### src/core/mcs_pkg.sv
// Purpose: Shared constants and types for the coil current scale and ramp block
// Assumes: 125 MHz clock, registers reached over a plain strobe port
// Notes: Offsets are byte addresses of 32-bit words
package mcs_pkg;

   // ----------------------------------------
   // Register offsets
   // ----------------------------------------
   localparam logic [3:0] MCS_OFS_CURRENT = 4'h0;
   localparam logic [3:0] MCS_OFS_PDOWN = 4'h4;
   localparam logic [3:0] MCS_OFS_DRVCONF = 4'h8;
   localparam logic [3:0] MCS_OFS_STATUS = 4'hC;

   // ----------------------------------------
   // Field positions
   // ----------------------------------------
   localparam int MCS_POS_RUN = 0;
   localparam int MCS_POS_HOLD = 8;
   localparam int MCS_POS_HDLY = 16;
   localparam int MCS_POS_RDLY = 24;
   localparam int MCS_POS_PDD = 0;
   localparam int MCS_POS_FSR = 0;
   localparam int MCS_POS_LAEN = 8;
   localparam int MCS_POS_STST = 0;
   localparam int MCS_POS_ACT = 8;

   // ----------------------------------------
   // Reset values and the extended 3A range setting
   // ----------------------------------------
   localparam logic [4:0] MCS_RST_RUN = 5'h1F;
   localparam logic [4:0] MCS_RST_HOLD = 5'h10;
   localparam logic [3:0] MCS_RST_HDLY = 4'h1;
   localparam logic [3:0] MCS_RST_RDLY = 4'h4;
   localparam logic [7:0] MCS_RST_PDD = 8'h0A;
   localparam logic [1:0] MCS_RST_FSR = 2'h0;
   localparam logic [1:0] MCS_FSR_EXT3A = 2'h3;

   // ----------------------------------------
   // Timing counts, in clock cycles
   // ----------------------------------------
   localparam int MCS_STST_CYC = 2 ** 20;
   localparam int MCS_HOLD_STEP_CYC = 2 ** 18;
   localparam int MCS_PD_UNIT_CYC = 2 ** 18;
   localparam int MCS_RUN_STEP_CYC = 512;

   typedef enum logic [2:0]
   {
      MCS_RUN = 3'h0,
      MCS_ZWAIT = 3'h1,
      MCS_HRAMP = 3'h3,
      MCS_HOLD = 3'h2,
      MCS_RRAMP = 3'h6
   } mcs_state_t;

endpackage : mcs_pkg

### src/core/mcs_coil_if.sv
// Purpose: Carrier between the ramp core and one coil scaler
// Assumes: Same clock on both sides
// Notes: One instance per coil
`timescale 1ns/10ps
`default_nettype none
interface mcs_coil_if;
   logic signed [8:0] table_val;
   logic [4:0] scale;
   logic signed [8:0] scaled;
   modport core (output table_val, output scale, input scaled);
   modport scaler (input table_val, input scale, output scaled);
endinterface : mcs_coil_if
`default_nettype wire

### src/core/mcs_current_ramp.sv
// Purpose: Coil current scale selection and run/hold ramping with standstill detect
// Assumes: Step pin is asynchronous; table values and load-adaptive scale are on clock
// Notes: Long counts are parameters so simulation can shorten them
`timescale 1ns/10ps
`default_nettype none
module mcs_current_ramp
   import mcs_pkg::*;
#(
   parameter int STST_CYC = MCS_STST_CYC,
   parameter int HOLD_STEP_CYC = MCS_HOLD_STEP_CYC,
   parameter int PD_UNIT_CYC = MCS_PD_UNIT_CYC
)
(
   input wire logic clock,
   input wire logic rstn,
   input wire logic ce,
   input wire logic [3:0] addr,
   input wire logic [31:0] wdata,
   input wire logic wr,
   input wire logic rd,
   output logic [31:0] rdata,
   input wire logic step_pin,
   input wire logic signed [8:0] coil_a_table,
   input wire logic signed [8:0] coil_b_table,
   input wire logic [4:0] load_adapt_scale,
   output logic signed [8:0] coil_a_out,
   output logic signed [8:0] coil_b_out,
   output logic standstill,
   output logic [4:0] actual_scale,
   output logic [1:0] full_scale_range,
   output logic ext_range
);

   // ----------------------------------------
   // Register file
   // ----------------------------------------
   logic [4:0] run_current_scale_q;
   logic [4:0] hold_current_scale_q;
   logic [3:0] hold_ramp_delay_q;
   logic [3:0] run_ramp_delay_q;
   logic [7:0] power_down_delay_q;
   logic [1:0] driver_config_q;
   logic load_adapt_en_q;
   logic [31:0] rdata_q;
   logic standstill_q;
   logic [4:0] scale_q;

   wire logic wr_cur = wr && (addr == MCS_OFS_CURRENT);
   wire logic wr_pdd = wr && (addr == MCS_OFS_PDOWN);
   wire logic wr_drv = wr && (addr == MCS_OFS_DRVCONF);

   always_ff @(posedge clock or negedge rstn)
   begin
      if (!rstn)
      begin
         run_current_scale_q <= MCS_RST_RUN;
         hold_current_scale_q <= MCS_RST_HOLD;
         hold_ramp_delay_q <= MCS_RST_HDLY;
         run_ramp_delay_q <= MCS_RST_RDLY;
         power_down_delay_q <= MCS_RST_PDD;
         driver_config_q <= MCS_RST_FSR;
         load_adapt_en_q <= 1'b0;
      end
      else if (ce)
      begin
         if (wr_cur)
         begin
            run_current_scale_q <= wdata[MCS_POS_RUN +: 5];
            hold_current_scale_q <= wdata[MCS_POS_HOLD +: 5];
            hold_ramp_delay_q <= wdata[MCS_POS_HDLY +: 4];
            run_ramp_delay_q <= wdata[MCS_POS_RDLY +: 4];
         end
         if (wr_pdd)
            power_down_delay_q <= wdata[MCS_POS_PDD +: 8];
         if (wr_drv)
         begin
            driver_config_q <= wdata[MCS_POS_FSR +: 2];
            load_adapt_en_q <= wdata[MCS_POS_LAEN];
         end
      end
   end

   // Unmapped offsets read as zero
   logic [31:0] rd_mux;
   always_comb
   begin
      rd_mux = 32'h0000_0000;
      case (addr)
         MCS_OFS_CURRENT:
         begin
            rd_mux[MCS_POS_RUN +: 5] = run_current_scale_q;
            rd_mux[MCS_POS_HOLD +: 5] = hold_current_scale_q;
            rd_mux[MCS_POS_HDLY +: 4] = hold_ramp_delay_q;
            rd_mux[MCS_POS_RDLY +: 4] = run_ramp_delay_q;
         end
         MCS_OFS_PDOWN: rd_mux[MCS_POS_PDD +: 8] = power_down_delay_q;
         MCS_OFS_DRVCONF:
         begin
            rd_mux[MCS_POS_FSR +: 2] = driver_config_q;
            rd_mux[MCS_POS_LAEN] = load_adapt_en_q;
         end
         MCS_OFS_STATUS:
         begin
            rd_mux[MCS_POS_STST] = standstill_q;
            rd_mux[MCS_POS_ACT +: 5] = scale_q;
         end
         default: rd_mux = 32'h0000_0000;
      endcase
   end

   always_ff @(posedge clock or negedge rstn)
   begin
      if (!rstn)
         rdata_q <= 32'h0000_0000;
      else if (ce)
         rdata_q <= rd ? rd_mux : 32'h0000_0000;
   end

   assign rdata = rdata_q;

   // ----------------------------------------
   // Step input sync and standstill detect
   // ----------------------------------------
   logic step_s1_q;
   logic step_s2_q;
   logic step_s3_q;
   logic [20:0] stst_cnt_q;

   always_ff @(posedge clock or negedge rstn)
   begin
      if (!rstn)
      begin
         step_s1_q <= 1'b0;
         step_s2_q <= 1'b0;
         step_s3_q <= 1'b0;
      end
      else if (ce)
      begin
         step_s1_q <= step_pin;
         step_s2_q <= step_s1_q;
         step_s3_q <= step_s2_q;
      end
   end

   wire logic step_edge = step_s2_q && !step_s3_q;
   wire logic stst_reach = (stst_cnt_q == 21'(STST_CYC - 1));

   always_ff @(posedge clock or negedge rstn)
   begin
      if (!rstn)
      begin
         stst_cnt_q <= 21'h000000;
         standstill_q <= 1'b0;
      end
      else if (ce)
      begin
         if (step_edge)
         begin
            stst_cnt_q <= 21'h000000;
            standstill_q <= 1'b0;
         end
         else if (!standstill_q)
         begin
            stst_cnt_q <= stst_cnt_q + 21'h000001;
            standstill_q <= stst_reach;
         end
      end
   end

   // ----------------------------------------
   // Scale ramp state machine
   // ----------------------------------------
   mcs_state_t state_q;
   mcs_state_t state_d;
   logic [4:0] scale_d;
   logic [26:0] timer_q;
   logic [26:0] timer_d;

   // Load-adaptive reduction may lower the current but never exceed run
   wire logic [4:0] run_tgt = (load_adapt_en_q && load_adapt_scale < run_current_scale_q) ?
      load_adapt_scale : run_current_scale_q;
   wire logic [26:0] pd_tgt = (power_down_delay_q < 8'h02) ? 27'(power_down_delay_q) :
      27'(int'(power_down_delay_q) * PD_UNIT_CYC);
   wire logic [26:0] hold_tgt = 27'(int'(hold_ramp_delay_q) * HOLD_STEP_CYC - 1);
   wire logic [26:0] run_tgt_cyc = 27'(int'(run_ramp_delay_q) * MCS_RUN_STEP_CYC - 1);
   wire logic zw_done = (timer_q >= pd_tgt);
   wire logic hold_tick = (timer_q >= hold_tgt);
   wire logic run_tick = (timer_q >= run_tgt_cyc);
   wire logic timer_inc = (state_q == MCS_ZWAIT && standstill_q) || (state_q == MCS_HRAMP) ||
      (state_q == MCS_RRAMP);
   wire logic run_short = (scale_q < run_tgt) && (run_ramp_delay_q != 4'h0);

   always_comb
   begin
      state_d = state_q;
      scale_d = scale_q;
      timer_d = timer_inc ? timer_q + 27'h0000001 : 27'h0000000;
      case (state_q)
         MCS_RUN:
         begin
            scale_d = run_tgt;
            if (standstill_q)
            begin
               state_d = MCS_ZWAIT;
               timer_d = 27'h0000000;
            end
         end
         MCS_ZWAIT:
         begin
            if (!standstill_q)
               state_d = run_short ? MCS_RRAMP : MCS_RUN;
            else if (zw_done)
            begin
               timer_d = 27'h0000000;
               if (hold_ramp_delay_q == 4'h0)
               begin
                  scale_d = hold_current_scale_q;
                  state_d = MCS_HOLD;
               end
               else
                  state_d = MCS_HRAMP;
            end
         end
         MCS_HRAMP:
         begin
            if (!standstill_q)
            begin
               state_d = MCS_RRAMP;
               timer_d = 27'h0000000;
            end
            else if (scale_q <= hold_current_scale_q || hold_ramp_delay_q == 4'h0)
            begin
               scale_d = hold_current_scale_q;
               state_d = MCS_HOLD;
            end
            else if (hold_tick)
            begin
               scale_d = scale_q - 5'h01;
               timer_d = 27'h0000000;
            end
         end
         MCS_HOLD:
         begin
            scale_d = hold_current_scale_q;
            if (!standstill_q)
            begin
               timer_d = 27'h0000000;
               if (run_ramp_delay_q == 4'h0)
               begin
                  scale_d = run_tgt;
                  state_d = MCS_RUN;
               end
               else
                  state_d = MCS_RRAMP;
            end
         end
         MCS_RRAMP:
         begin
            if (standstill_q)
            begin
               state_d = MCS_ZWAIT;
               timer_d = 27'h0000000;
            end
            else if (scale_q >= run_tgt || run_ramp_delay_q == 4'h0)
            begin
               scale_d = run_tgt;
               state_d = MCS_RUN;
            end
            else if (run_tick)
            begin
               scale_d = scale_q + 5'h01;
               timer_d = 27'h0000000;
            end
         end
         default:
         begin
            state_d = MCS_RUN;
            timer_d = 27'h0000000;
         end
      endcase
   end

   always_ff @(posedge clock or negedge rstn)
   begin
      if (!rstn)
      begin
         state_q <= MCS_RUN;
         scale_q <= MCS_RST_RUN;
         timer_q <= 27'h0000000;
      end
      else if (ce)
      begin
         state_q <= state_d;
         scale_q <= scale_d;
         timer_q <= timer_d;
      end
   end

   // ----------------------------------------
   // Coil scalers and outputs
   // ----------------------------------------
   logic signed [8:0] coil_tab [2];
   logic signed [8:0] coil_res [2];
   assign coil_tab[0] = coil_a_table;
   assign coil_tab[1] = coil_b_table;

   for (genvar c = 0; c < 2; c++)
   begin : g_coil
      mcs_coil_if cif ();
      assign cif.table_val = coil_tab[c];
      assign cif.scale = scale_q;
      assign coil_res[c] = cif.scaled;
      mcs_coil_scaler u_scaler (
         .clock(clock),
         .rstn(rstn),
         .ce(ce),
         .cif(cif)
      );
   end

   assign coil_a_out = coil_res[0];
   assign coil_b_out = coil_res[1];
   assign standstill = standstill_q;
   assign actual_scale = scale_q;
   assign full_scale_range = driver_config_q;
   // 10 and 11 share the 3A range; only 11 widens the operating range
   assign ext_range = (driver_config_q == MCS_FSR_EXT3A);

   // ----------------------------------------
   // Checks
   // ----------------------------------------
   a_stst_clear: assert property (@(posedge clock) disable iff (!rstn)
      (ce && step_edge) |=> !standstill_q)
      else $error("Standstill not cleared by step");
   a_stst_set_time: assert property (@(posedge clock) disable iff (!rstn)
      $rose(standstill_q) |-> $past(stst_cnt_q) == 21'(STST_CYC - 1))
      else $error("Standstill set at wrong count");
   a_run_tracks: assert property (@(posedge clock) disable iff (!rstn)
      (ce && state_q == MCS_RUN && !standstill_q) |=> scale_q == $past(run_tgt))
      else $error("Run scale not applied");
   a_run_cap: assert property (@(posedge clock) disable iff (!rstn)
      (state_q == MCS_RUN && $past(state_q) == MCS_RUN) |-> scale_q <= run_current_scale_q
      || $past(wr_cur))
      else $error("Scale above run limit");
   a_hold_instant: assert property (@(posedge clock) disable iff (!rstn)
      (ce && state_q == MCS_ZWAIT && standstill_q && zw_done && hold_ramp_delay_q == 4'h0)
      |=> state_q == MCS_HOLD && scale_q == $past(hold_current_scale_q))
      else $error("Zero hold delay not instant");
   a_hold_step: assert property (@(posedge clock) disable iff (!rstn)
      (state_q == MCS_HRAMP && $past(state_q) == MCS_HRAMP) |->
      (scale_q == $past(scale_q) || scale_q + 5'h01 == $past(scale_q)))
      else $error("Down ramp moved more than one step");
   a_zwait_first: assert property (@(posedge clock) disable iff (!rstn)
      (state_q == MCS_HRAMP && $past(state_q) == MCS_ZWAIT) |-> $past(zw_done))
      else $error("Down ramp started before zero wait");
   a_run_instant: assert property (@(posedge clock) disable iff (!rstn)
      (ce && state_q == MCS_HOLD && !standstill_q && run_ramp_delay_q == 4'h0)
      |=> state_q == MCS_RUN)
      else $error("Zero run delay not instant");
   a_ramp_abort: assert property (@(posedge clock) disable iff (!rstn)
      (ce && state_q == MCS_HRAMP && !standstill_q)
      |=> state_q == MCS_RRAMP && scale_q == $past(scale_q))
      else $error("Down ramp not reversed in place");
   a_range_ext: assert property (@(posedge clock) disable iff (!rstn)
      (ce && wr_drv) |=> ext_range == ($past(wdata[MCS_POS_FSR +: 2]) == MCS_FSR_EXT3A))
      else $error("Extended range does not follow setting 11");

   c_hold_reached: cover property (@(posedge clock) disable iff (!rstn)
      state_q == MCS_HRAMP ##1 state_q == MCS_HOLD);
   c_ramp_abort: cover property (@(posedge clock) disable iff (!rstn)
      state_q == MCS_HRAMP ##1 state_q == MCS_RRAMP);
   c_run_back: cover property (@(posedge clock) disable iff (!rstn)
      state_q == MCS_RRAMP ##1 state_q == MCS_RUN);

endmodule : mcs_current_ramp
`default_nettype wire

### src/core/mcs_coil_scaler.sv
// Purpose: Scales one sine table value by (scale+1)/32
// Assumes: Table value and scale come from the same clock domain
// Notes: Result is registered; truncation is an arithmetic right shift
`timescale 1ns/10ps
`default_nettype none
module mcs_coil_scaler
   import mcs_pkg::*;
(
   input wire logic clock,
   input wire logic rstn,
   input wire logic ce,
   mcs_coil_if.scaler cif
);

   wire logic signed [6:0] factor = $signed({2'h0, cif.scale} + 7'h01);
   wire logic signed [15:0] product = cif.table_val * factor;
   logic signed [8:0] scaled_q;

   always_ff @(posedge clock or negedge rstn)
   begin
      if (!rstn)
         scaled_q <= 9'sh000;
      else if (ce)
         scaled_q <= product[13:5];
   end

   assign cif.scaled = scaled_q;

   // ----------------------------------------
   // Checks
   // ----------------------------------------
   a_full_factor: assert property (@(posedge clock) disable iff (!rstn)
      (ce && cif.scale == 5'h1F) |=> scaled_q == $past(cif.table_val))
      else $error("Full scale factor does not pass table value");
   a_min_factor: assert property (@(posedge clock) disable iff (!rstn)
      (ce && cif.scale == 5'h00) |=> scaled_q == ($past(cif.table_val) >>> 5))
      else $error("Scale zero is not one thirty-second");

endmodule : mcs_coil_scaler
`default_nettype wire

### config.mk
export PLATFORM = sky130hd
export DESIGN_NAME = mcs_current_ramp
export DESIGN_NICKNAME = d
export VERILOG_FILES = /design/src/core/mcs_pkg.sv /design/src/core/mcs_coil_if.sv /design/src/core/mcs_current_ramp.sv /design/src/core/mcs_coil_scaler.sv
export SDC_FILE = /design/constraint.sdc
export NUM_CORES = 1
export LEC_CHECK = 0
export ABC_AREA = 0
export ABC_CLOCK_PERIOD_IN_PS = 6400
export CORE_ASPECT_RATIO = 0.5
export CORE_UTILIZATION = 55
export CTS_BUF_LIST = sky130_fd_sc_hd__clkbuf_8
export DETAILED_ROUTE_END_ITERATION = 16
export DONT_BUFFER_PORTS = 1
export PLACE_DENSITY = 0.7
export SLEW_MARGIN = 20
export SYNTH_ARGS = -nofsm -noshare
export SYNTH_HDL_FRONTEND = slang
export SYNTH_SLANG_ARGS = --single-unit
### constraint.sdc
create_clock -name clock -period 6.4 [get_ports clock]
set_input_delay 1.92 -clock clock [delete_from_list [all_inputs] [get_ports clock]]
set_output_delay 1.92 -clock clock [all_outputs]
set_load 0.02 [all_outputs]
==> results of run 1 <==
## path summary, 6_finish.rpt
path                                                          to  cells past startpoint             from
worst max-delay path            g_coil[1].u_scaler.cif.scaled[7]                     19  actual_scale[0]
worst min-delay path                                   step_s1_q                      1        step_s1_q
worst max register to register  g_coil[1].u_scaler.cif.scaled[7]                     19  actual_scale[0]
worst min register to register                         step_s1_q                      1        step_s1_q
max in group asynchronous                hold_current_scale_q[4]                      0             rstn
min in group asynchronous       g_coil[0].u_scaler.cif.scaled[8]                      0             rstn
## cell families after synthesis
| kind of cell | count (synthesis) | share of synthesized area (%) |
|---|---|---|
| multiplexers | 73 | 7.23 |
| flip-flops | 128 | 28.1 |
| other | 2 | 0.0656 |
| AND/OR/NAND/NOR | 402 | 18.9 |
| buffers and inverters | 179 | 6.43 |
| adder cells (fa/ha/maj) | 181 | 24.1 |
| AO/OA/AOI/OAI | 176 | 10.9 |
| XOR/XNOR | 55 | 4.21 |
## power breakdown
group	leakage (uW)	total (uW)	internal, uW	switching [uW]
Sequential	0.00166	1230	987	248
Clock	0.000204	743	373	369
Combinational	0.00398	4000	1910	2090
## critical path: cells and delay by family, from the launching register on
| kind | cells | cell delay, ns |
|---|---|---|
| AO/OA/AOI/OAI | 5 | 1.02 |
| flip-flops | 1 | 0.67 |
| XOR/XNOR | 1 | 0.08 |
| buffers and inverters | 4 | 0.49 |
| multiplexers | 1 | 0.27 |
| adder cells (fa/ha/maj) | 6 | 2.82 |
| AND/OR/NAND/NOR | 2 | 0.29 |
## metrics by stage
stage                     power, uW  worst slack, ns  cells  util (%)
final                          5980            0.617   1472      60.7
after global routing           6700            0.309   1472      60.7
after CTS                      6070            0.593   1472      60.7
after detailed placement       5290            0.159   1440      58.7
after global placement         5150            0.248   1440      58.7
after floorplan                4550            0.438   1212         -
## cell usage in the layout, fill, tap and decap left out, drive strengths merged, types with 19 or more instances in the layout
master,count
a21oi,30
and2,56
and3,19
clkbuf,19
dfrtp,113
fa,66
ha,115
inv,134
mux2,58
nand2,80
nand3,38
nand4,20
nor2,87
nor2b,30
nor3,25
o21ai,41
xnor2,29
xor2,26
## flip-flops by register name, summed over array words and instances, names as in the netlist
name                        count
step_s2_q                       1
actual_scale                    5
run_ramp_delay_q                4
hold_ramp_delay_q               4
g_coil.u_scaler.cif.scaled     18
rdata                          21
timer_q                        27
step_s3_q                       1
state_q                         3
stst_cnt_q                     21
run_current_scale_q             5
full_scale_range                2
standstill                      1
load_adapt_en_q                 1
hold_current_scale_q            5
power_down_delay_q              8
step_s1_q                       1
## area by class of cell
cell class | instances | area [um^2] | share of cell area, %
sequential | 128 | 3220 | 26.6
clock buffer | 19 | 262 | 2.16
multi-input combinational | 905 | 7560 | 62.5
tap | 266 | 333 | 2.75
timing repair buffer | 11 | 82.6 | 0.683
clock inverter | 13 | 150 | 1.24
inverter | 130 | 488 | 4.03
## metal layers
metal,vias up,track usage [%]
li1,4092,-
met3,34,5.51
met2,187,39.5
met4,0,9.82
met5,-,0
met1,4262,32.0
==> impl_results.md, run 1 <==
* Status: finished clean
* Htree depth at 4
* Cell leakage power at 0.00584 uW
* Worst path slowest cell: dfstp_2
* Register area share after synthesis at 28.1%
* Slowest stage delay, CP at 0.67 ns
* Latest clock arrival within the worst-skew pair at 0.48 ns
* Data arrival time of the critical path at 6.14 ns
* Setup crit end kind: register
* Number of global-route vias before repair at 8655
* Maximum clock skew at final layout at 0.0192 ns
* FP Rows at 36
* Period utilization at 90.4%
* Total via count in the routed design at 8575
* Number of remaining DRC errors at 0
* Clk buf depth at 2
* Area after detailed placement at 0.0117 mm^2
* Count of instances resized after the clock tree is built at 0
* Yosys reg bits at 128
* Maximum fanout encountered on the critical timing path at 13
* First DRT Iteration DRCs at 601
* Pin count of the biggest net entering global routing at 129
* Cell count after synthesis at 1196
* Share of the synthesized area in the top cell type at 24.7%
* Library cell with the highest instance count after synthesis: inv_1
* Sum of negative setup slack at 0 ns
* Full die area at 0.0214 mm^2
* Highest Signal Layer: met4
* Combined global-route utilization of all metal layers at 24.6%
* Number of detailed-routing iterations run before antenna repair at 5
* Avg WL per Cell at 16.7 um
* Timing-limited maximum frequency at 173 MHz
* Antenna violations before repair at 0
* Number of setup violations in the final report at 0
* Std-Cell Core Area at 0.0199 mm^2
* Vertical extent of the die at 104 um
* Number of flops mapped to enable cells by yosys at 0
* Die boundary width at 206 um
* Met3 wire length at 1.15 mm
* Dominant synthesized flop cell: dfrtp_1
* Inserted Clock Buffers at 17
* Fraction of final layout cells sized beyond drive strength 1 at 11.6%
* PwrDens at 495 mW/mm^2
* Critical path type: reg2reg
* Root buf cell: clkbuf_8
* Hold WS at 0.517 ns
* Reg clk slew, reported paths at 0.09 ns
* Wire length of the first global-routing pass at 42.1 mm
* Clock tree from TritonCTS: built
* Most used cell along the critical path: fa_1
* Synthesized cell area at 0.0114 mm^2
* Nets at 1439
* Final count of hold timing violations at 0
* Maximum capacitance violations at 0
* Count of warnings emitted by yosys at 0
* Fin area at 0.0121 mm^2
* Worst Tran Pin Value at 0.878 ns
* Slew Viols, Final at 0
* Cells along the critical path: clkinv_1 > ha_1 > buf_4 > and2_1 > fa_1 > fa_1 > fa_1 > inv_1 > fa_1 > inv_1 > ha_1 > nor3_1 > o2111ai_1 > a31oi_1 > o21bai_1 > a21o_1 > a21oi_1 > xnor2_1 > mux2_2
* Area grow syn2layout at 5.63%
* Hold-fix buffers at CTS at 0
* Setup repair after global routing missed its margin: false
* Gr ovfl total at 0
* Critical path launch point type: register
* I/O pin total at 124
* Fillcell total at 1697
* Weighted congestion at the end of routability-driven global placement at 0.856
* Yosys top cell by area: dfrtp_1
* Detailed-routed wire length on met2 at 11.9 mm
* WL met1 at 11.1 mm
* Remaining antenna violation count after routing at 0
* Peak supply drop at 0.000797 V
* Worst Hold Class: reg2reg
* Most frequent cells after synthesis: 129 x inv_1, 115 x ha_1, 113 x dfrtp_1, 87 x nor2_1, 80 x nand2_1
* Avg Cell Area, Syn at 9.57 um^2
* Fraction of synthesis flops using an asynchronous set or reset pin at 100%
* Vias/cell at 5.83
* DP Wirelength at 18.4 mm
* Ranking of synthesized cells by area: dfrtp_1 25%, ha_1 13%, fa_1 12%
* Slew Limit Headroom at 41.4%
* Buffers added on ports at 0
* Wire length after detailed routing at 24.6 mm
* Data required, critical path at 6.76 ns
* Number of distinct library cell variants in the gate-level netlist after synthesis at 74
* Effective utilization at floorplan at 57.5%
* Flop-to-flop setup slack at 0.62 ns
* Number of diodes at 0
* Post-CTS setup buffer count at 0
* Clock sink count at 128
* Clock period minus worst slack at 5.78 ns
Note: power is estimated with default switching activity, not from simulation.
==> run 2, diff against run 1 <==
--- a/config.mk
+++ b/config.mk
@@ -6,10 +6,9 @@
 export NUM_CORES = 1
 export LEC_CHECK = 0
 export ABC_AREA = 0
-export ABC_CLOCK_PERIOD_IN_PS = 6400
+export ABC_CLOCK_PERIOD_IN_PS = 6700
 export CORE_ASPECT_RATIO = 0.5
 export CORE_UTILIZATION = 55
-export CTS_BUF_LIST = sky130_fd_sc_hd__clkbuf_8
 export DETAILED_ROUTE_END_ITERATION = 16
 export DONT_BUFFER_PORTS = 1
 export PLACE_DENSITY = 0.7
==> constraint.sdc (replaced) <==
create_clock -name clock -period 6.7 [get_ports clock]
set_input_delay 0 -clock clock [delete_from_list [all_inputs] [get_ports clock]]
set_output_delay 0 -clock clock [all_outputs]
set_load 0.02 [all_outputs]
==> impl_results.md, run 2 (same netlist as run 1, synthesis figures left out) <==
* Relative contribution of the clock network to total power at 15.4% (was 12.4%)
* Antenna violations before repair at 0 (unchanged)
* Launching element of the worst setup path: actual_scale[1] (was actual_scale[0])
* Slew Viols, Final at 0 (unchanged)
* Total via count in the routed design at 8762 (was 8575)
* Effective utilization at floorplan at 57.5% (unchanged)
* Setup crit end kind: register (unchanged)
* Worst path setup slack after routing at 0.363 ns (was 0.617 ns)
* Source of the worst register-to-register timing path: actual_scale[1] (was actual_scale[0])
* Last element of the critical path: g_coil[1].u_scaler.cif.scaled[8] (was g_coil[1].u_scaler.cif.scaled[7])
* Vertical extent of the die at 104 um (unchanged)
* Gr ovfl total at 0 (unchanged)
* Clock period minus worst slack at 6.34 ns (was 5.78 ns)
* Sum of negative setup slack at 0 ns (unchanged)
* Maximum capacitance violations at 0 (unchanged)
* Reg2reg end: g_coil[1].u_scaler.cif.scaled[8] (was g_coil[1].u_scaler.cif.scaled[7])
* Data required, critical path at 7.02 ns (was 6.76 ns)
* P_sw at 2690 uW (was 2710 uW)
* DP Wirelength at 18.3 mm (was 18.4 mm)
* Kind of cell with the highest combined delay on the critical path: adder cells (unchanged)
* Full die area at 0.0214 mm^2 (unchanged)
* Slew Limit Headroom at 24.6% (was 41.4%)
* Latest clock arrival within the worst-skew pair at 0.44 ns (was 0.48 ns)
* Number of remaining DRC errors at 0 (unchanged)
* Setup repair after global routing missed its margin: false (unchanged)
* Maximum clock skew at final layout at 0.0141 ns (was 0.0192 ns)
* Sw Share at 44.6% (was 45.3%)
* Fraction of final layout cells sized beyond drive strength 1 at 11.3% (was 11.6%)
* Number of diodes at 0 (unchanged)
* Number of global-route vias before repair at 8991 (was 8655)
* Worst Tran Pin Value at 1.12 ns (was 0.878 ns)
* I/O pin total at 124 (unchanged)
* Levels on crit path at 21 (was 19)
* Reg clk slew, reported paths at 0.06 ns (was 0.09 ns)
* Status: finished clean (unchanged)
* Largest register by flop count: timer_q (unchanged)
* Most frequent standard cell in the layout excluding fill and tap cells: inv_1 (unchanged)
* Data arrival time of the critical path at 6.65 ns (was 6.14 ns)
* Area grow syn2layout at 10.2% (was 5.63%)
* Pin count of the biggest net entering global routing at 129 (unchanged)
* Clock sink count at 128 (unchanged)
* Combined global-route utilization of all metal layers at 25.3% (was 24.6%)
* First DRT Iteration DRCs at 515 (was 601)
* PwrDens at 479 mW/mm^2 (was 495 mW/mm^2)
* Nets at 1470 (was 1439)
* Timing-limited maximum frequency at 158 MHz (was 173 MHz)
* Cell count after placement at 1438 (was 1440)
* Number of detailed-routing iterations run before antenna repair at 5 (unchanged)
* Final count of hold timing violations at 0 (unchanged)
* Reg2reg path depth at 21 (was 19)
* Wire length after detailed routing at 25.4 mm (was 24.6 mm)
* Period utilization at 94.6% (was 90.4%)
* Peak supply drop at 0.000636 V (was 0.000797 V)
* Weighted congestion at the end of routability-driven global placement at 0.885 (was 0.856)
* Avg WL per Cell at 16.9 um (was 16.7 um)
* Inserted Clock Buffers at 17 (unchanged)
* FP Rows at 36 (unchanged)
* Maximum fanout encountered on the critical timing path at 10 (was 13)
* Highest-count cells in the layout ignoring fill and taps: 128 x inv_1, 114 x ha_1, 113 x dfrtp_1, 87 x nor2_1, 80 x nand2_1 (was 128 x inv_1, 115 x ha_1, 113 x dfrtp_1, 87 x nor2_1, 80 x nand2_1)
* Cell leakage power at 0.00606 uW (was 0.00584 uW)
* Clk buf depth at 2 (unchanged)
* Critical path type: reg2reg (unchanged)
* Worst Hold Class: in2reg (was reg2reg)
* Number of non-filler instances in the completed layout at 1503 (was 1472)
* Hold WS at 0.0334 ns (was 0.517 ns)
* Slowest stage delay, CP at 0.74 ns (was 0.67 ns)
* Largest register FFs at 27 (unchanged)
* Cells along the critical path: ha_1 > nand3_1 > xor2_2 > buf_4 > nor2b_1 > ha_1 > fa_1 > fa_1 > inv_1 > fa_1 > inv_1 > ha_1 > nor3_1 > o2111ai_1 > a31oi_1 > o21bai_1 > a21o_1 > o31ai_1 > xnor2_1 > a21oi_1 > dlygate4sd3_1 (was clkinv_1 > ha_1 > buf_4 > and2_1 > fa_1 > fa_1 > fa_1 > inv_1 > fa_1 > inv_1 > ha_1 > nor3_1 > o2111ai_1 > a31oi_1 > o21bai_1 > a21o_1 > a21oi_1 > xnor2_1 > mux2_2)
* Part of the power in registers at 19.7% (was 20.6%)
* Die boundary width at 206 um (unchanged)
* Combinational cell fraction of total power at 64.9% (was 66.9%)
* Number of setup violations in the final report at 0 (unchanged)
* Buffers added on ports at 0 (unchanged)
* Clock tree from TritonCTS: built (unchanged)
* Worst slack at placement at 0.697 ns (was 0.159 ns)
* Vias/cell at 5.83 (about the same)
* Critical path launch point type: register (unchanged)
* Wire length of the first global-routing pass at 43.5 mm (was 42.1 mm)
* Remaining antenna violation count after routing at 0 (unchanged)
* Flop-to-flop setup slack at 0.36 ns (was 0.62 ns)
* Htree depth at 4 (unchanged)
* Cell internal power dissipation at 3350 uW (was 3270 uW)
* Worst path slowest cell: dfstp_2 (unchanged)
* Count of buffer and inverter cells on the critical path at 4 (unchanged)
* Root buf cell: clkbuf_16 (was clkbuf_8)
* Std-Cell Core Area at 0.0199 mm^2 (unchanged)
run 2: area by class of cell:
type / instances / area, um^2
multi-input cells: 905 / 7560
fillers: 1645 / 7290
flip-flops and latches: 128 / 3220
inverters: 130 / 488
repair buffers: 42 / 433
clock buffers: 18 / 429
well taps: 266 / 333
clock inverters: 14 / 148
run 2: worst min-delay path by stage:
stage | startpoint | end | slack [ns] | cells after the start
floorplan | rstn | full_scale_range[0] | -0.30 | 0
global placement | rstn | g_coil[1].u_scaler.cif.scaled[7] | -0.29 | 0
detailed placement | rstn | g_coil[1].u_scaler.cif.scaled[6] | -0.29 | 0
CTS | ce | rdata[0] | 0.007 | 2
global route | load_adapt_scale[0] | actual_scale[0] | 0.02 | 3
finish | load_adapt_scale[0] | actual_scale[0] | 0.03 | 3
run 2: what timing repair did:
action / 4_1_cts / 5_1_grt
hold buffers: 33 / 0
setup endpoints to repair: 0 / 2
endpoints found under the hold margin: 227 / 0
resized for setup: 0 / 2
buffers inserted: 0 / 0
run 2: power by group through the flow:
stage / logic [uW] / registers, uW / clock network [uW]
5_1_grt: 4540 / 1210 / 973
2_1_floorplan: 3210 / 1130 / 0
4_1_cts: 3980 / 1190 / 943
6_report: 3920 / 1190 / 929
3_3_place_gp: 3720 / 1200 / 0
3_5_place_dp: 3870 / 1200 / 0
run 2: routing by layer:
layer,share of wire (%),vias to the layer above,global-route usage (%)
met3,4.1,34,5.61
met2,49,174,42.5
met1,45,4397,32.5
li1,-,4157,-
met5,0,-,0
met4,1.7,0,7.14
run 2: tightest hold or removal path, cell delays in order:
cell and delay [ns]:
mux2_2 0.16, a221o_1 0.14, mux2_2 0.14
run 2: through the flow:
| step | area [um^2] | utilization, % | total power (uW) |
|---|---|---|---|
| after floorplan | 11500 | - | 4340 |
| after global placement | 11700 | 58.6 | 4910 |
| after detailed placement | 11700 | 58.6 | 5070 |
| after CTS | 12600 | 63.3 | 6110 |
| after global routing | 12600 | 63.4 | 6720 |
| final | 12600 | 63.4 | 6040 |
==> run 3, diff against run 2 <==
--- a/config.mk
+++ b/config.mk
@@ -15,4 +15,5 @@
 export SLEW_MARGIN = 20
 export SYNTH_ARGS = -nofsm -noshare
 export SYNTH_HDL_FRONTEND = slang
+export SYNTH_HIERARCHICAL = 1
 export SYNTH_SLANG_ARGS = --single-unit
==> impl_results.md, run 3 <==
* Critical path launch point type: register (unchanged)
* Worst path slowest cell: dfstp_2 (unchanged)
* Fillcell total at 1723 (was 1645)
* Ranking of synthesized cells by area: dfrtp_1 24%, ha_1 12%, fa_1 11% (was dfrtp_1 25%, ha_1 13%, fa_1 12%)
* Avg WL per Cell at 18.1 um (was 16.9 um)
* Nets at 1484 (was 1470)
* Dominant synthesized flop cell: dfrtp_1 (unchanged)
* Cell count after placement at 1460 (was 1438)
* Number of non-filler instances in the completed layout at 1523 (was 1503)
* Area grow syn2layout at 9.84% (was 10.2%)
* Worst slack at placement at 0.925 ns (was 0.697 ns)
* Most used cell along the critical path: fa_1
* Launching element of the worst setup path: actual_scale[0] (was actual_scale[1])
* FP Rows at 37 (was 36)
* Clock sink count at 128 (unchanged)
* Maximum clock skew at final layout at 0.00958 ns (was 0.0141 ns)
* Vias/cell at 5.96 (was 5.83)
* Std-Cell Core Area at 0.0207 mm^2 (was 0.0199 mm^2)
* Slew Limit Headroom at 31.3% (was 24.6%)
* Peak supply drop at 0.000492 V (was 0.000636 V)
* Inserted Clock Buffers at 17 (unchanged)
* PwrDens at 551 mW/mm^2 (was 479 mW/mm^2)
* Fraction of final layout cells sized beyond drive strength 1 at 11.0% (was 11.3%)
* Last element of the critical path: g_coil[1].u_scaler/cif.scaled[8] (was g_coil[1].u_scaler.cif.scaled[8])
* Number of setup violations in the final report at 0 (unchanged)
* Synthesized cell area at 0.0117 mm^2 (was 0.0114 mm^2)
* Cells along the critical path: ha_1 > xor2_1 > nand2_1 > fa_1 > fa_1 > inv_1 > fa_1 > inv_1 > fa_1 > inv_1 > ha_1 > o21ai_1 > a211oi_2 > nand4_1 > o221ai_1 > xnor2_1 > a21oi_1 > dlygate4sd3_1 (was ha_1 > nand3_1 > xor2_2 > buf_4 > nor2b_1 > ha_1 > fa_1 > fa_1 > inv_1 > fa_1 > inv_1 > ha_1 > nor3_1 > o2111ai_1 > a31oi_1 > o21bai_1 > a21o_1 > o31ai_1 > xnor2_1 > a21oi_1 > dlygate4sd3_1)
* Most frequent standard cell in the layout excluding fill and tap cells: inv_1 (unchanged)
* Library cell with the highest instance count after synthesis: inv_1 (unchanged)
* Remaining antenna violation count after routing at 0 (unchanged)
* Gr ovfl total at 0 (unchanged)
* Number of detailed-routing iterations run before antenna repair at 5 (unchanged)
* Wire length of the first global-routing pass at 46.3 mm (was 43.5 mm)
* I/O pin total at 124 (unchanged)
* Setup repair after global routing missed its margin: false (unchanged)
* Timing-limited maximum frequency at 161 MHz (was 158 MHz)
* Root buf cell: clkbuf_16 (unchanged)
* Data required, critical path at 7.01 ns (was 7.02 ns)
* Largest register FFs at 27 (unchanged)
* Setup crit end kind: register (unchanged)
* Worst Hold Class: in2reg (unchanged)
* Pin count of the biggest net entering global routing at 129 (unchanged)
* Period utilization at 92.9% (was 94.6%)
* Total via count in the routed design at 9083 (was 8762)
* Clock tree from TritonCTS: built (unchanged)
* Number of global-route vias before repair at 9299 (was 8991)
* Yosys top cell by area: dfrtp_1 (unchanged)
* Maximum fanout encountered on the critical timing path at 26 (was 10)
* Maximum capacitance violations at 0 (unchanged)
* Vertical extent of the die at 105 um (was 104 um)
* WL met1 at 12.7 mm (was 11.4 mm)
* Highest Signal Layer: met4 (unchanged)
* Clk buf depth at 2 (unchanged)
* Fraction of synthesis flops using an asynchronous set or reset pin at 100% (unchanged)
* Reg2reg path depth at 18 (was 21)
* Data arrival time of the critical path at 6.54 ns (was 6.65 ns)
* Critical hold path startpoint: load_adapt_scale[1] (was load_adapt_scale[0])
* Htree depth at 4 (unchanged)
* Yosys reg bits at 128 (unchanged)
* Count of instances resized after the clock tree is built at 0 (unchanged)
* Worst path setup slack after routing at 0.477 ns (was 0.363 ns)
* First DRT Iteration DRCs at 511 (was 515)
* Worst Tran Pin Value at 1.03 ns (was 1.12 ns)
* Number of diodes at 0 (unchanged)
* Post-CTS setup buffer count at 0 (unchanged)
* Reg clk slew, reported paths at 0.06 ns (about the same)
* Highest-count cells in the layout ignoring fill and taps: 134 x inv_1, 116 x ha_1, 113 x dfrtp_1, 70 x nand2_1, 66 x fa_1 (was 128 x inv_1, 114 x ha_1, 113 x dfrtp_1, 87 x nor2_1, 80 x nand2_1)
* Full die area at 0.0219 mm^2 (was 0.0214 mm^2)
* Largest register by flop count: timer_q (unchanged)
* Number of distinct library cell variants in the gate-level netlist after synthesis at 82 (was 74)
* Detailed-routed wire length on met2 at 13.3 mm (was 12.5 mm)
* Wire length after detailed routing at 27.6 mm (was 25.4 mm)
* Count of warnings emitted by yosys at 6 (was 0)
* Hold WS at 0.0220 ns (was 0.0334 ns)
* Cell count after synthesis at 1203 (was 1196)
* Latest clock arrival within the worst-skew pair at 0.43 ns (was 0.44 ns)
* Slowest stage delay, CP at 0.86 ns (was 0.74 ns)
* Number of flops mapped to enable cells by yosys at 0 (unchanged)
* Clock period minus worst slack at 6.22 ns (was 6.34 ns)
* Buffers added on ports at 0 (unchanged)
* Status: finished clean (unchanged)
* Slew Viols, Final at 0 (unchanged)
* Kind of cell with the highest combined delay on the critical path: adder cells (unchanged)
* Avg Cell Area, Syn at 9.74 um^2 (was 9.57 um^2)
* Sum of negative setup slack at 0 ns (unchanged)
* Count of buffer and inverter cells on the critical path at 4 (unchanged)
* Effective utilization at floorplan at 56.6% (was 57.5%)
* Critical path type: reg2reg (unchanged)
* DP Wirelength at 19.9 mm (was 18.3 mm)
* Combined global-route utilization of all metal layers at 26.3% (was 25.3%)
* Die boundary width at 208 um (was 206 um)
* Number of remaining DRC errors at 0 (unchanged)
* Final count of hold timing violations at 0 (unchanged)
* Levels on crit path at 18 (was 21)
* Antenna violations before repair at 0 (unchanged)
* Met3 wire length at 1.21 mm (was 1.04 mm)
* Register area share after synthesis at 27.5% (was 28.1%)
* Most frequent cells after synthesis: 134 x inv_1, 116 x ha_1, 113 x dfrtp_1, 70 x nand2_1, 66 x fa_1 (was 129 x inv_1, 115 x ha_1, 113 x dfrtp_1, 87 x nor2_1, 80 x nand2_1)
* Source of the worst register-to-register timing path: actual_scale[0] (was actual_scale[1])
* Hold-fix buffers at CTS at 31 (was 33)
* Cell leakage power at 0.00608 uW (was 0.00606 uW)
* Flop-to-flop setup slack at 0.48 ns (was 0.36 ns)
* Reg2reg end: g_coil[1].u_scaler/cif.scaled[8] (was g_coil[1].u_scaler.cif.scaled[8])
* Share of the synthesized area in the top cell type at 24.1% (was 24.7%)
* Weighted congestion at the end of routability-driven global placement at 0.910 (was 0.885)
-- run 3: logic make-up after synthesis --
| family | synth area share [%] |
|---|---|
| flops | 27.5 |
| mux | 6.03 |
| xor+xnor | 4.41 |
| buf+inv | 6.23 |
| other cells | 0.0641 |
| fa+ha+maj | 23.7 |
| compound gates | 14.5 |
| simple gates | 17.6 |
-- run 3: metal layers --
metal / GRT usage, % / vias up
met4: 7.51 / 0
li1: - / 4282
met5: 0 / -
met2: 43.5 / 205
met3: 4.38 / 31
met1: 35.8 / 4565
-- run 3: stage by stage --
step           instance area [um^2]  util, %  total power [uW]
2_1_floorplan                 11800        -              5150
3_3_place_gp                  12000     57.8              5900
3_5_place_dp                  12000     57.8              6100
4_1_cts                       12900     62.2              7120
5_1_grt                       12900     62.2              7850
6_report                      12900     62.2              7090
-- run 3: worst reg2reg max path, cell delays in order (launching register included) --
cell	delay, ns
dfstp_2	0.86
ha_1	0.36
xor2_1	0.57
nand2_1	0.16
fa_1	0.49
fa_1	0.49
inv_1	0.06
fa_1	0.53
inv_1	0.06
fa_1	0.53
inv_1	0.05
ha_1	0.34
o21ai_1	0.09
a211oi_2	0.34
nand4_1	0.15
o221ai_1	0.22
xnor2_1	0.15
a21oi_1	0.08
dlygate4sd3_1	0.57
-- run 3: report_power, final --
| group | internal, uW | total [uW] | switching [uW] | leakage, uW |
|---|---|---|---|---|
| Combinational | 2270 | 4920 | 2650 | 0.00415 |
| Clock | 528 | 914 | 387 | 0.000273 |
| Sequential | 952 | 1260 | 305 | 0.00166 |
| Total | 3750 | 7090 | 3340 | 0.00608 |
-- run 3: cell type report --
type	count	area, um^2	share of cell area (%)
Clock inverter	13	130	1.01
Multi-Input combinational cell	917	7830	60.8
Inverter	134	503	3.91
Clock buffer	19	443	3.44
Sequential cell	128	3220	25.0
Tap cell	273	342	2.65
Timing Repair Buffer	39	405	3.15
-- run 3: worst min path at each step --
stage | cells after the start | slack [ns] | endpoint
global placement | 0 | -0.29 | g_coil[1].u_scaler/cif.scaled[6]
floorplan | 0 | -0.30 | full_scale_range[0]
finish | 4 | 0.02 | actual_scale[1]
CTS | 4 | 0.004 | actual_scale[1]
detailed placement | 0 | -0.29 | g_coil[1].u_scaler/cif.scaled[6]
global route | 3 | 0.04 | timer_q[10]
